--- config.mk ---
export PLATFORM = sky130hd
export DESIGN_NAME = mst_top
export DESIGN_NICKNAME = d
export VERILOG_FILES = /design/src/logic/mst_pkg.sv /design/src/logic/mst_top.sv /design/src/logic/mst_sync.sv
export SDC_FILE = /design/constraint.sdc
export NUM_CORES = 1
export LEC_CHECK = 0
export BUFFER_PORTS_ARGS = -buffer_cell sky130_fd_sc_hd__buf_2
export CAP_MARGIN = 20
export CORE_MARGIN = 5
export CORE_UTILIZATION = 40
export CTS_BUF_LIST = sky130_fd_sc_hd__clkbuf_2
export CTS_CLUSTER_DIAMETER = 150
export DETAILED_ROUTE_END_ITERATION = 7
export PLACE_DENSITY = 0.7
export SETUP_SLACK_MARGIN = 0.3
export SLEW_MARGIN = 20
export SYNTH_ARGS = -nofsm -noshare
export SYNTH_HDL_FRONTEND = slang
export SYNTH_HIERARCHICAL = 1
export SYNTH_SLANG_ARGS = --single-unit
export TNS_END_PERCENT = 1
--- constraint.sdc ---
create_clock -name clk_i -period 6.5 [get_ports clk_i]
set_clock_uncertainty 0.2 [all_clocks]
set_input_delay 1.3 -clock clk_i [delete_from_list [all_inputs] [get_ports clk_i]]
set_output_delay 1.3 -clock clk_i [all_outputs]
set_load 0.02 [all_outputs]
--- src/logic/mst_pkg.sv ---
// Constants and carrier types for the modem status / clear-to-send block.
// Assumes a 32-bit classic Wishbone register port with byte addresses.
package mst_pkg;

    // ----------------------------------------------------------------
    // Register offsets (byte addresses, one word each)
    // ----------------------------------------------------------------
    localparam logic [7:0] MLS_OFS  = 8'h00;
    localparam logic [7:0] MCS_OFS  = 8'h04;
    localparam logic [7:0] EFC_OFS  = 8'h08;
    localparam logic [7:0] IST_OFS  = 8'h0C;
    localparam logic [7:0] ICLR_OFS = 8'h10;
    localparam logic [7:0] IEN_OFS  = 8'h14;

    // ----------------------------------------------------------------
    // Field positions
    // ----------------------------------------------------------------
    localparam int unsigned MLS_DCTS = 0;
    localparam int unsigned MLS_CTS  = 4;
    localparam int unsigned MCS_RTS  = 1;
    localparam int unsigned MCS_LOOP = 4;
    localparam int unsigned EFC_ENH  = 4;
    localparam int unsigned EFC_HWFC = 7;
    localparam int unsigned IRQ_DCTS = 0;
    localparam int unsigned IRQ_HOLD = 1;
    localparam int unsigned IRQ_W    = 2;

    // ----------------------------------------------------------------
    // Reset values and timing counts
    // ----------------------------------------------------------------
    localparam logic [7:0]       MCS_RST   = 8'h00;
    localparam logic [7:0]       EFC_RST   = 8'h00;
    localparam logic [IRQ_W-1:0] IRQ_RST   = 2'h0;
    localparam logic             CTS_N_RST = 1'h1;
    localparam logic [1:0]       ARM_CNT   = 2'h2;

    // ----------------------------------------------------------------
    // Carrier types
    // ----------------------------------------------------------------
    typedef struct packed {
        logic cts;
        logic dcts;
    } mst_stat_s;

    typedef struct packed {
        logic pending;
        logic busy;
        logic start;
    } mst_tx_s;

endpackage

--- src/logic/mst_top.sv ---
// Modem status and clear-to-send tracking for one serial channel.
// Assumes a classic Wishbone master and a clear-to-send pin from a modem.
//
// How it works
// - Clear-to-send change sets bit 0 flag
// - Bit 4 shows inverted clear-to-send pin
// - Loopback shows request-to-send in bit 4
// - Flow control only when feature bit 7
// - Pin high stops launches after current character
// - Ring, DSR, carrier bits always inactive
// - Status read clears bit 0 only
// - Flag set held until read ends
// - Recurrence during read clears the flag
// - Loopback ignores the external pin
// - Request-to-send changes in loopback raise interrupt
// - Reset clears flag, bit 4 live
// - Control bit 4 selects local loopback
`timescale 1ns/1ps
`default_nettype none
module mst_top
    import mst_pkg::*;
(
    // Clock and reset
    input  wire logic        clk_i,
    input  wire logic        rst_i,
    // Wishbone slave
    input  wire logic        cyc_i,
    input  wire logic        stb_i,
    input  wire logic        we_i,
    input  wire logic [7:0]  adr_i,
    input  wire logic [3:0]  sel_i,
    input  wire logic [31:0] dat_i,
    output logic      [31:0] dat_o,
    output logic             ack_o,
    // Modem side
    input  wire logic        cts_n_i,
    output logic             rts_n_o,
    output logic             loop_en_o,
    // Transmitter holding path
    input  wire logic        tx_pending_i,
    input  wire logic        tx_busy_i,
    output logic             tx_start_o,
    // Interrupt
    output logic             irq_o
);

    // ----------------------------------------------------------------
    // Declarations
    // ----------------------------------------------------------------
    logic             ack_q;
    logic [31:0]      dat_q;
    logic [7:0]       mcs_q;
    logic [7:0]       mcs_d;
    logic [7:0]       efc_q;
    logic [IRQ_W-1:0] ist_q;
    logic [IRQ_W-1:0] ist_d;
    logic [IRQ_W-1:0] ien_q;
    logic [IRQ_W-1:0] ev;
    logic             cts_n_sync;
    logic             cts_prev_q;
    logic [1:0]       arm_q;
    logic             dcts_q;
    logic             dcts_d;
    logic             pend_q;
    logic             hold_q;
    mst_stat_s        stat;
    mst_tx_s          tx;

    // ----------------------------------------------------------------
    // Bus decode
    // ----------------------------------------------------------------
    wire req     = cyc_i & stb_i & ~ack_q;
    wire hit_mls = adr_i == MLS_OFS;
    wire hit_mcs = adr_i == MCS_OFS;
    wire hit_efc = adr_i == EFC_OFS;
    wire hit_ist = adr_i == IST_OFS;
    wire hit_clr = adr_i == ICLR_OFS;
    wire hit_ien = adr_i == IEN_OFS;
    wire wr_lo   = req & we_i & sel_i[0];
    wire wr_mcs  = wr_lo & hit_mcs;
    wire wr_efc  = wr_lo & hit_efc;
    wire wr_clr  = wr_lo & hit_clr;
    wire wr_ien  = wr_lo & hit_ien;
    // Status read spans request to acknowledge
    wire rd_mls  = cyc_i & stb_i & ~we_i & hit_mls;
    wire rd_end  = rd_mls & ack_q;

    // ----------------------------------------------------------------
    // Clear-to-send source
    // ----------------------------------------------------------------
    mst_sync #(
        .W   (1),
        .RST (CTS_N_RST)
    ) u_cts_sync (
        .clk_i (clk_i),
        .rst_i (rst_i),
        .d_i   (cts_n_i),
        .q_o   (cts_n_sync)
    );

    wire loop    = mcs_q[MCS_LOOP];
    wire cts_pin = ~cts_n_sync;
    // External pin disconnected while looped back
    wire cts_eff = loop ? mcs_q[MCS_RTS] : cts_pin;
    wire armed   = arm_q == ARM_CNT;
    wire chg     = armed & (cts_eff != cts_prev_q);

    // ----------------------------------------------------------------
    // Change flag
    // ----------------------------------------------------------------
    wire rd_hit  = pend_q | chg;
    // Read end: a recurrence clears, a fresh change sets
    wire end_val = rd_hit & ~dcts_q;

    always_comb begin
        dcts_d = dcts_q;
        if (rd_end) begin
            dcts_d = end_val;
        end else if (chg & ~rd_mls) begin
            dcts_d = 1'b1;
        end
    end

    always_ff @(posedge clk_i) begin
        if (rst_i) begin
            dcts_q     <= 1'b0;
            pend_q     <= 1'b0;
            cts_prev_q <= 1'b0;
            arm_q      <= 2'h0;
        end else begin
            dcts_q     <= dcts_d;
            pend_q     <= rd_mls & ~rd_end & rd_hit;
            cts_prev_q <= cts_eff;
            if (!armed) begin
                arm_q <= arm_q + 2'h1;
            end
        end
    end

    assign stat.dcts = dcts_q;
    assign stat.cts  = cts_eff;

    // Unsupported inputs tied inactive: bits 1-3, 5-7 zero
    wire [7:0] mls_word = {3'h0, stat.cts, 3'h0, stat.dcts};

    // ----------------------------------------------------------------
    // Transmit gating
    // ----------------------------------------------------------------
    wire flow_en = efc_q[EFC_HWFC];
    wire hold    = flow_en & ~cts_eff;

    assign tx.pending = tx_pending_i;
    assign tx.busy    = tx_busy_i;
    // A character in flight is never cut short
    assign tx.start   = tx.pending & ~tx.busy & ~hold;

    // ----------------------------------------------------------------
    // Control registers
    // ----------------------------------------------------------------
    // Upper control bits locked unless enhanced functions on
    assign mcs_d = efc_q[EFC_ENH] ? dat_i[7:0]
                                  : {mcs_q[7:5], dat_i[4:0]};

    always_ff @(posedge clk_i) begin
        if (rst_i) begin
            mcs_q <= MCS_RST;
            efc_q <= EFC_RST;
            ien_q <= IRQ_RST;
        end else begin
            if (wr_mcs) begin
                mcs_q <= mcs_d;
            end
            if (wr_efc) begin
                efc_q <= dat_i[7:0];
            end
            if (wr_ien) begin
                ien_q <= dat_i[IRQ_W-1:0];
            end
        end
    end

    // ----------------------------------------------------------------
    // Interrupt status
    // ----------------------------------------------------------------
    assign ev[IRQ_DCTS] = dcts_d & ~dcts_q;
    assign ev[IRQ_HOLD] = hold & ~hold_q;
    // Set wins over a same-cycle clear
    assign ist_d = (ist_q & ~({IRQ_W{wr_clr}} & dat_i[IRQ_W-1:0])) | ev;

    always_ff @(posedge clk_i) begin
        if (rst_i) begin
            ist_q  <= IRQ_RST;
            hold_q <= 1'b0;
        end else begin
            ist_q  <= ist_d;
            hold_q <= hold;
        end
    end

    // ----------------------------------------------------------------
    // Read mux and acknowledge
    // ----------------------------------------------------------------
    wire [7:0] rd_byte =
        hit_mls ? mls_word :
        hit_mcs ? mcs_q :
        hit_efc ? efc_q :
        hit_ist ? {6'h00, ist_q} :
        hit_ien ? {6'h00, ien_q} : 8'h00;

    always_ff @(posedge clk_i) begin
        if (rst_i) begin
            ack_q <= 1'b0;
            dat_q <= 32'h0000_0000;
        end else begin
            ack_q <= req;
            if (req & ~we_i) begin
                dat_q <= {24'h00_0000, rd_byte};
            end
        end
    end

    // ----------------------------------------------------------------
    // Outputs
    // ----------------------------------------------------------------
    assign ack_o      = ack_q;
    assign dat_o      = dat_q;
    assign tx_start_o = tx.start;
    assign loop_en_o  = loop;
    // Pin forced inactive while looped back
    assign rts_n_o    = loop | ~mcs_q[MCS_RTS];
    assign irq_o      = |(ist_q & ien_q);
endmodule
`default_nettype wire

--- src/logic/mst_sync.sv ---
// Two-flop level synchroniser with a constant reset value.
// Assumes the destination clock is clk_i; the input may be asynchronous.
`timescale 1ns/1ps
`default_nettype none
module mst_sync #(
    parameter int unsigned W   = 1,
    parameter logic [W-1:0] RST = '1
) (
    // Clock and reset
    input  wire logic         clk_i,
    input  wire logic         rst_i,
    // Data
    input  wire logic [W-1:0] d_i,
    output logic      [W-1:0] q_o
);
    logic [W-1:0] meta_q;

    always_ff @(posedge clk_i) begin
        if (rst_i) begin
            meta_q <= RST;
            q_o    <= RST;
        end else begin
            meta_q <= d_i;
            q_o    <= meta_q;
        end
    end
endmodule
`default_nettype wire

After elaboration in Yosys (flattened, before gate mapping) --
Index checks and enable logic that the tools add are counted.
Storage, ports and cells: RAM bits 0, memories 0, register bits after elaboration 37, ROM bits 0, bits in latches 0, input bits 52, word-level logic and storage cells 73
Operators by class: reductions and logical operators 3, equality and inequality tests 7, magnitude comparators 0, shifts and indexed selects 0, mux-type cells 8, add/sub/neg operators 1, div/mod/pow operators 0, multipliers 0, bitwise logic cells 40
Operator list (number):
- 2-to-1 mux 8 bit | 3
- bitwise AND 1 bit | 22
- equality test 8 x 4 -> 1 bit, second input constant | 2
- equality test 8 x 5 -> 1 bit, second input constant | 2
- inverter 1 bit | 11
- equality test 8 x 3 -> 1 bit, second input constant | 1
- zero test 8 bit | 1
- bitwise AND 2 bit | 3
- 2-to-1 mux 2 bit | 2
- 2-to-1 mux 1 bit | 3
- adder 2 x 1 -> 2 bit, second input constant | 1
- equality test 2 bit, second input constant | 1
- inverter 2 bit | 1
- OR 1 bit | 2
- OR 2 bit | 1
- AND reduction 2 bit | 1
- OR reduction 2 bit | 1
- inequality test 1 bit | 1

Depth between registers and ports, before layout --
Gate-level depths: netlist (run 1).
word-level depth 9, mapped depth 6

Modules after synthesis --
Netlist (run 1), hierarchy kept.
Modules (own cells, without submodules):
- mst_top | area an instance 1747.9 um^2, cells an instance 201, instances 1
- mst_sync | area an instance 52.6 um^2, cells an instance 4, instances 1

Worst setup path before layout (run 1) --
Ideal clock, no wire load.
path kind input to output, start point input tx_busy_i, end point output tx_start_o, stages 1, path buffers 0, arrival time 1.602 ns, path slack 3.398 ns, path through and3b_1
Between the ends: longest elaborated chain between the ends 3
Ends and longest elaborated chain:
- start: declaration | line mst_top.sv:41 | input wire logic tx_busy_i,
- inverter 1 bit | line mst_top.sv:155 | assign tx.start = tx.pending & ~tx.busy & ~hold;
- bitwise AND 1 bit (2 in series) | line mst_top.sv:155
- end: declaration | line mst_top.sv:42 | output logic tx_start_o,
Every way passes these cells.

Final worst setup path (run 1) --
start point register mcs_q[4], end point output tx_start_o
Between the ends: longest elaborated chain between the ends 5
Ends and longest elaborated chain:
- start: declaration | line mst_top.sv:52 | logic [7:0] mcs_q;
- start signal: assignment | line mst_top.sv:171 | mcs_q <= mcs_d;
- 2-to-1 mux 1 bit | line mst_top.sv:104 | wire cts_eff = loop ? mcs_q[MCS_RTS] : cts_pin;
- inverter 1 bit | line mst_top.sv:150 | wire hold = flow_en & ~cts_eff;
- bitwise AND 1 bit | line mst_top.sv:150
- inverter 1 bit | line mst_top.sv:155
- bitwise AND 1 bit | line mst_top.sv:155
Every way passes these cells.

==> impl_results.md, run 1 <==
* Ys flop type: dfxtp_1
* Combinational Power Share at 0.160
* P_sw at between 100 and 150 uW
* ANT cells at 0
* Global Route Usage Sum at 0.131
* # resized after CTS at 0
* Reg clk slew, reported paths at ~160 ps
* I/O Pins at 89
* Cell variety after synth at 38
* Synth area leaders: dfxtp_1 (41%), buf_4 (10%), mux2i_1 (9.5%), nor2_1 (6.7%), a22oi_1 (3.8%)
* CTS Hold Bufs at 0
* Pwr dens at 204 nW/um^2
* Slew HR at 0.478
* Vias in the first global route at 1364
* Final-report hold violation count at 0
* Fin crit share at 0.500
* Met1 Usage GRT at 0.177
* Vias per cell at 4.95
* First-pass GRT wire length at approximately 6.4 mm
* Cell area after synthesis at 1800 um^2
* Clock Power Share at 0.240
* DR iter-0 viols at 98
* Startpoint types: flop
* Non-Filler Instances at ~290
* WHS at 226 ps
* Initial Utilization at 0.414
* Worst ir drop on vdd at 0.000140 V
* Critical R2R Launch: ack_o
* Fraction of layout cells with a size suffix above 1 at 0.212
* Post-synth top area cell: dfxtp_1
* Vias at 1451
* Switching Fraction at 0.296
* PortBufs at 37
* Max Fclk at 308 MHz
* Worst hold path class: flop to flop
* Worst R2R End: dat_o[7]
* CTS tree: built
* Yosys top cell area share at 0.411
* WS Path Type: flop to output pin
* Worst setup endpoint: tx_start_o
* GP Congestion at 0.831
* Synth Area per Inst at between 8 and 9 um^2
* Critical Path RT at ~5000 ps
* Final TNS setup at 0 ps
* Worst-path cell chain: mux2i_1 > nand2_1 > and3b_1 > buf_2
* Final HPWL DP at 2.82 mm
* GRT busiest layer: met2
* Mapped Cells at 205
* Min Tclk post-route at 3250 ps
* Highest cell delay on the worst timing path at 440 ps
* DP Worst Slack at 3060 ps
* Met2 usage at 0.196
* # nets final at around 300
* Clock Sinks at 37
* Count of flip-flops with a built-in enable after synthesis at 0
* Register area at 741 um^2
* Crit path from: mcs_q[4]
* Synth warn at 6
* Seq/Total Area, Yosys at 0.411
* FF-to-FF setup slack at about 4400 ps
* Top-count cell post-synth: dfxtp_1
* Asr flop ratio synth at 0
* DRC viols at 0
* P_leak at about 0.93 nW
* Pins Over Slew Limit at 0
* Seq pwr share at 0.600
* Die ar. at 5940 um^2
* DR pass1 iterations at 4
* Routed wire per std cell at 12.9 um
* Reg2Reg Depth at 4
* Die W at 77.1 um
* Clock Path Buffers at 2
* # Max-Cap Violations at 0
* Area Growth Syn to Fin at 9.10%
* Post-synth top cells: dfxtp_1 (37), nor2_1 (32), buf_4 (24)
* Power Internal at ~280 uW
* Post CTS Setup Buffer Count at 0
* Clk Latency, worst-skew pair at between 300 and 400 ps
* Grt ovf at 0
* Slew @ Worst Pin at a little under 800 ps
* Area taken by multi-input logic gates at 921 um^2
* Fillers at 444
* CP Capture Type: output pin
* Met3 usage at 0.0410
* Post-route ant nets at 0
* Largest net degree at the start of global routing at 36
* Max FO, Critical Path at 5
* Drt total wl at about 3.8 mm
* Clk root buf: clkbuf_2
* CTS Buf Count at 5
* #FFs+latches synth at 37
* Cell count after placement at 286
* Slowest CP cell: dfxtp_1
* RSZ-0062 raised after global routing: false
* CP arrival at 1750 ps
* Placement row count at 24
* Slack of the critical path at 3250 ps
* H-tree Lvls at 2
* Core region area at approximately 4400 um^2
* Initial antenna violation count at 0
* Status: finished clean
* Die Y-Extent at 77.1 um
* Finish-stage setup viols at 0
-- worst min path at each step --
stage	start	endpoint	slack, ps	depth (start not counted)
2_1_floorplan	u_cts_sync/meta_q	u_cts_sync/q_o	190	1
3_3_place_gp	u_cts_sync/meta_q	u_cts_sync/q_o	190	1
3_5_place_dp	u_cts_sync/meta_q	u_cts_sync/q_o	190	1
4_1_cts	u_cts_sync/meta_q	u_cts_sync/q_o	230	1
5_1_grt	u_cts_sync/meta_q	u_cts_sync/q_o	250	1
6_report	u_cts_sync/meta_q	u_cts_sync/q_o	230	1
-- power by group through the flow --
stage / Clock, mW / Sequential [mW] / Combinational (mW)
6_report: 0.0962 / 0.240 / 0.0642
5_1_grt: 0.109 / 0.242 / 0.0728
4_1_cts: 0.0972 / 0.240 / 0.0641
3_5_place_dp: 0 / 0.245 / 0.0639
3_3_place_gp: 0 / 0.245 / 0.0625
2_1_floorplan: 0 / 0.245 / 0.0576
-- registers in the layout (all words and copies together), names as in the netlist --
signal,cells
dcts_q,1
cts_prev_q,1
u_cts_sync/meta_q,1
pend_q,1
arm_q,2
efc_q,8
ack_o,1
dat_o,8
ien_q,2
hold_q,1
mcs_q,8
ist_q,2
u_cts_sync/q_o,1
-- worst max-delay path: cells and delay by family (launching register included) --
| kind | cells | cell delay (ps) |
|---|---|---|
| AND/OR/NAND/NOR | 2 | 360 |
| buffers and inverters | 1 | 150 |
| multiplexers | 1 | 410 |
| flip-flops | 1 | 440 |
-- final cells by class --
| cell class | count | area share |
|---|---|---|
| well taps | 52 | 0.0331 |
| repair buffers | 37 | 0.0943 |
| flip-flops and latches | 37 | 0.377 |
| clock inverters | 1 | 0.00191 |
| clock buffers | 6 | 0.0153 |
| multi-input cells | 155 | 0.469 |
| inverters | 5 | 0.00955 |
-- cell usage in the layout, fill, tap and decap left out, types with 2 or more instances in the layout --
master    Yosys  layout
a21oi_1       8       8
a22o_1        6       6
a22oi_1       9       9
a31o_2        2       2
and2_1        2       2
buf_2         0      37
clkbuf_2      0       6
conb_1        1      24
dfxtp_1      37      37
inv_1         5       5
mux2i_1      17      17
nand2_1      11      11
nand2b_1      2       2
nand3_1      11      11
nor2_1       32      32
nor2b_1       4       4
nor3_1        4       4
nor4_1        2       2
o22ai_1       2       2
or2_1         2       2
-- cell families after synthesis --
kind of cell,Yosys count,share of synthesized area
flops,37,0.411
other cells,1,0.00208
compound gates,33,0.135
fa+ha+maj,1,0.00695
xor+xnor,1,0.00487
simple gates,78,0.214
buf+inv,36,0.125
mux,18,0.101
-- metal layers --
metal | share of wire | wire [um]
met1 | 0.47 | 1780
met2 | 0.43 | 1610
met3 | 0.088 | 333
met4 | 0.014 | 53
met5 | 0 | 0
-- metrics by stage --
stage / area, um^2 / power (mW) / utilization
finish: 1960 / 0.401 / 0.451
global placement: 1930 / 0.307 / 0.443
detailed placement: 1930 / 0.309 / 0.443
CTS: 1960 / 0.402 / 0.451
global route: 1960 / 0.423 / 0.451
floorplan: 1890 / 0.302 / -
Note: power is estimated with default switching activity, not from simulation.
==> inputs of run 2 (changes only) <==
--- a/config.mk
+++ b/config.mk
@@ -5,6 +5,7 @@
 export SDC_FILE = /design/constraint.sdc
 export NUM_CORES = 1
 export LEC_CHECK = 0
+export ABC_AREA = 1
 export BUFFER_PORTS_ARGS = -buffer_cell sky130_fd_sc_hd__buf_2
 export CAP_MARGIN = 20
 export CORE_MARGIN = 5
@@ -12,7 +13,7 @@
 export CTS_BUF_LIST = sky130_fd_sc_hd__clkbuf_2
 export CTS_CLUSTER_DIAMETER = 150
 export DETAILED_ROUTE_END_ITERATION = 7
-export PLACE_DENSITY = 0.7
+export PLACE_DENSITY = 0.72
 export SETUP_SLACK_MARGIN = 0.3
 export SLEW_MARGIN = 20
 export SYNTH_ARGS = -nofsm -noshare
==> constraint.sdc (replaced) <==
create_clock -name clk_i -period 2.6 [get_ports clk_i]
set_clock_uncertainty 0.2 [all_clocks]
set_input_delay 0.52 -clock clk_i [delete_from_list [all_inputs] [get_ports clk_i]]
set_output_delay 0.52 -clock clk_i [all_outputs]
set_load 0.02 [all_outputs]
==> impl_results.md, run 2 <==
* Largest net degree at the start of global routing at 22 (-39%)
* P_leak at 1.00 nW (+7.7%)
* Area Growth Syn to Fin at 11.8%
* Clock Power Share at 0.315 (+0.075)
* Max Fclk at 458 MHz
* Mapped Cells at 270 (+32%)
* Most frequent cells in the layout: nand2_1 (61), buf_2 (36), dfxtp_1 (35), nor2_1 (29), inv_1 (27)
* Global Route Usage Sum at 0.136 (+0.00494)
* Final-report hold violation count at 0 (unchanged)
* P_sw at 295 uW (+150%)
* Post-synth top area cell: dfxtp_1
* WL met2 at 1.78 mm (+11%)
* Clock Path Buffers at 2 (unchanged)
* Switching Fraction at 0.273 (-0.0231)
* Worst ir drop on vdd at 0.000204 V (+46%)
* Worst hold path class: input port to flop
* Slack of the critical path at 418 ps (-2830 ps)
* Count of flip-flops with a built-in enable after synthesis at 0 (unchanged)
* Clk root buf: clkbuf_2
* Die Y-Extent at 79 um (+2.5%)
* M1 WL at 1.82 mm (+2.3%)
* # Max-Cap Violations at 0 (unchanged)
* Placed Area at 2040 um^2 (+5.9%)
* Final HPWL DP at 3.16 mm (+12%)
* Combinational Power Share at 0.136 (-0.024)
* Grt ovf at 0 (unchanged)
* DR iter-0 viols at 111 (+13%)
* Synth area leaders: dfxtp_1 (39%), nand2_1 (12%), buf_4 (9.5%), inv_1 (6.1%), nor2_1 (5.9%)
* Min Tclk post-route at 2180 ps
* First-pass GRT wire length at 6.80 mm (+6.6%)
* Layout Utilization at 0.457 (+0.00576)
* Fillers at 483 (+8.8%)
* Ys flop type: dfxtp_1
* WL met3 at 410 um (+23%)
* Synth warn at 6 (unchanged)
* Initial antenna violation count at 0 (unchanged)
* Reg clk slew, reported paths at 160 ps (about the same)
* Cell variety after synth at 28 (-26%)
* DR pass1 iterations at 4 (unchanged)
* Seq/Total Area, Yosys at 0.389 (-0.0224)
* Initial Utilization at 0.409 (-0.00492)
* Pins Over Slew Limit at 0 (unchanged)
* Highest cell delay on the worst timing path at 400 ps (-40 ps)
* Routed wire per std cell at 11.2 um (-13%)
* Clock Sinks at 37 (unchanged)
* Non-Filler Instances at 365 (+25%)
* Fraction of layout cells with a size suffix above 1 at 0.219 (+0.00703)
* #FFs+latches synth at 37 (unchanged)
* DP Worst Slack at 454 ps (-2600 ps)
* Area taken by multi-input logic gates at 917 um^2 (-0.41%)
* Cell count after placement at 357 (+25%)
* Die W at 79 um (+2.5%)
* Synth Area per Inst at 7.05 um^2 (-20%)
* CP Capture Type: output pin
* GP Congestion at 0.905 (+8.9%)
* Vias per cell at 4.69 (-5.3%)
* DRC viols at 0 (unchanged)
* Seq pwr share at 0.548 (-0.052)
* Vias in the first global route at 1542 (+13%)
* RSZ-0062 raised after global routing: false
* WHS at 121 ps (-105 ps)
* PortBufs at 37 (unchanged)
* WS Path Type: flop to output pin
* CTS tree: built
* Slowest CP cell: dfxtp_4
* Die ar. at 6240 um^2 (+5.0%)
* Final non-filler cell area at 2130 um^2 (+8.4%)
* Most common cell after layout, fill and taps aside: nand2_1
* Top-count cell post-synth: nand2_1
* Post-synth top cells: nand2_1 (61), dfxtp_1 (37), inv_1 (31)
* CTS Buf Count at 5 (unchanged)
* Asr flop ratio synth at 0 (unchanged)
* # nets final at 364 (+24%)
* Final TNS setup at 0 ps (unchanged)
* Power Internal at 786 uW (+180%)
* ANT cells at 0 (unchanged)
* Worst-path cell chain: inv_4 > nand2_1 > nand2_1 > inv_2 > nor2_4 > inv_2 > nand3b_1 > inv_1 > buf_4
* Placement row count at 25 (+4.2%)
* CP arrival at 1460 ps (-290 ps)
* Cell area after synthesis at 1900 um^2 (+5.8%)
* Yosys top cell area share at 0.389 (-0.0224)
* Finish-stage setup viols at 0 (unchanged)
* Vias at 1712 (+18%)
* Pwr dens at 507 nW/um^2 (+150%)
* Core region area at 4660 um^2 (+7.0%)
* Drt total wl at 4.08 mm (+8.1%)
* Top layer reached by signal wires: met4
* Max FO, Critical Path at 5 (unchanged)
* Design Power at 1.08 mW (+170%)
* Fin crit share at 0.839
* Critical Path RT at 1880 ps (-3120 ps)
* Post-route ant nets at 0 (unchanged)
* H-tree Lvls at 2 (unchanged)
* Startpoint types: flop
* Status: finished clean
* CTS Hold Bufs at 0 (unchanged)
* I/O Pins at 89 (unchanged)
* Register area at 746 um^2 (+0.68%)
* Clk Latency, worst-skew pair at 380 ps (about the same)
-- run 2: cell count changes after synthesis, sizes merged, moves of 4 or more --
cell	previous run	this run
a21oi	8	23
a22o	6	1
a22oi	9	0
inv	5	33
mux2i	17	0
nand2	12	62
nor2	32	36
nor2b	4	0
o21ai	1	16
-- run 2: critical path: cells and delay by family, from the launching register on --
kind | cells | cell delay (ps)
flops | 1 | 400
buf+inv | 5 | 350
simple gates | 4 | 340
-- run 2: layout make-up --
class | count | area share
multi-input combinational | 194 | 0.431
inverter | 33 | 0.0605
tap | 54 | 0.0317
timing repair buffer | 40 | 0.0987
clock buffer | 5 | 0.0118
sequential | 37 | 0.350
clock inverter | 2 | 0.0165
-- run 2: kinds of logic after synthesis --
| logic type | synth area share |
|---|---|
| AO/OA/AOI/OAI | 0.131 |
| adder cells (fa/ha/maj) | 0.00657 |
| buffers and inverters | 0.179 |
| flip-flops | 0.389 |
| other | 0.00197 |
| AND/OR/NAND/NOR | 0.293 |
-- run 2: worst paths after layout --
kind,startpoint,to,slack (ps),cells past startpoint
worst max register to register,ack_o,mcs_q[2],650,8
worst min register to register,u_cts_sync/meta_q,u_cts_sync/q_o,230,2
worst max-delay path,mcs_q[4],tx_start_o,420,9
worst min-delay path,cts_n_i,u_cts_sync/meta_q,120,3
-- run 2: power by group through the flow --
stage               Combinational [mW]  Clock (mW)  Sequential [mW]
finish                           0.147       0.341            0.593
global route                     0.164       0.382            0.595
CTS                              0.145       0.354            0.594
detailed placement               0.145           0            0.606
global placement                 0.141           0            0.605
floorplan                        0.131           0            0.606
-- run 2: layer usage --
metal	vias up	GRT usage
li1	897	-
met1	731	0.178
met2	78	0.216
met3	6	0.0340
met4	0	0.0515
met5	-	0
-- run 2: what timing repair did --
action	4_1_cts	5_1_grt
setup endpoints to repair	1	1
resized for setup	1	10
pin swaps	0	2
buffers inserted	0	1
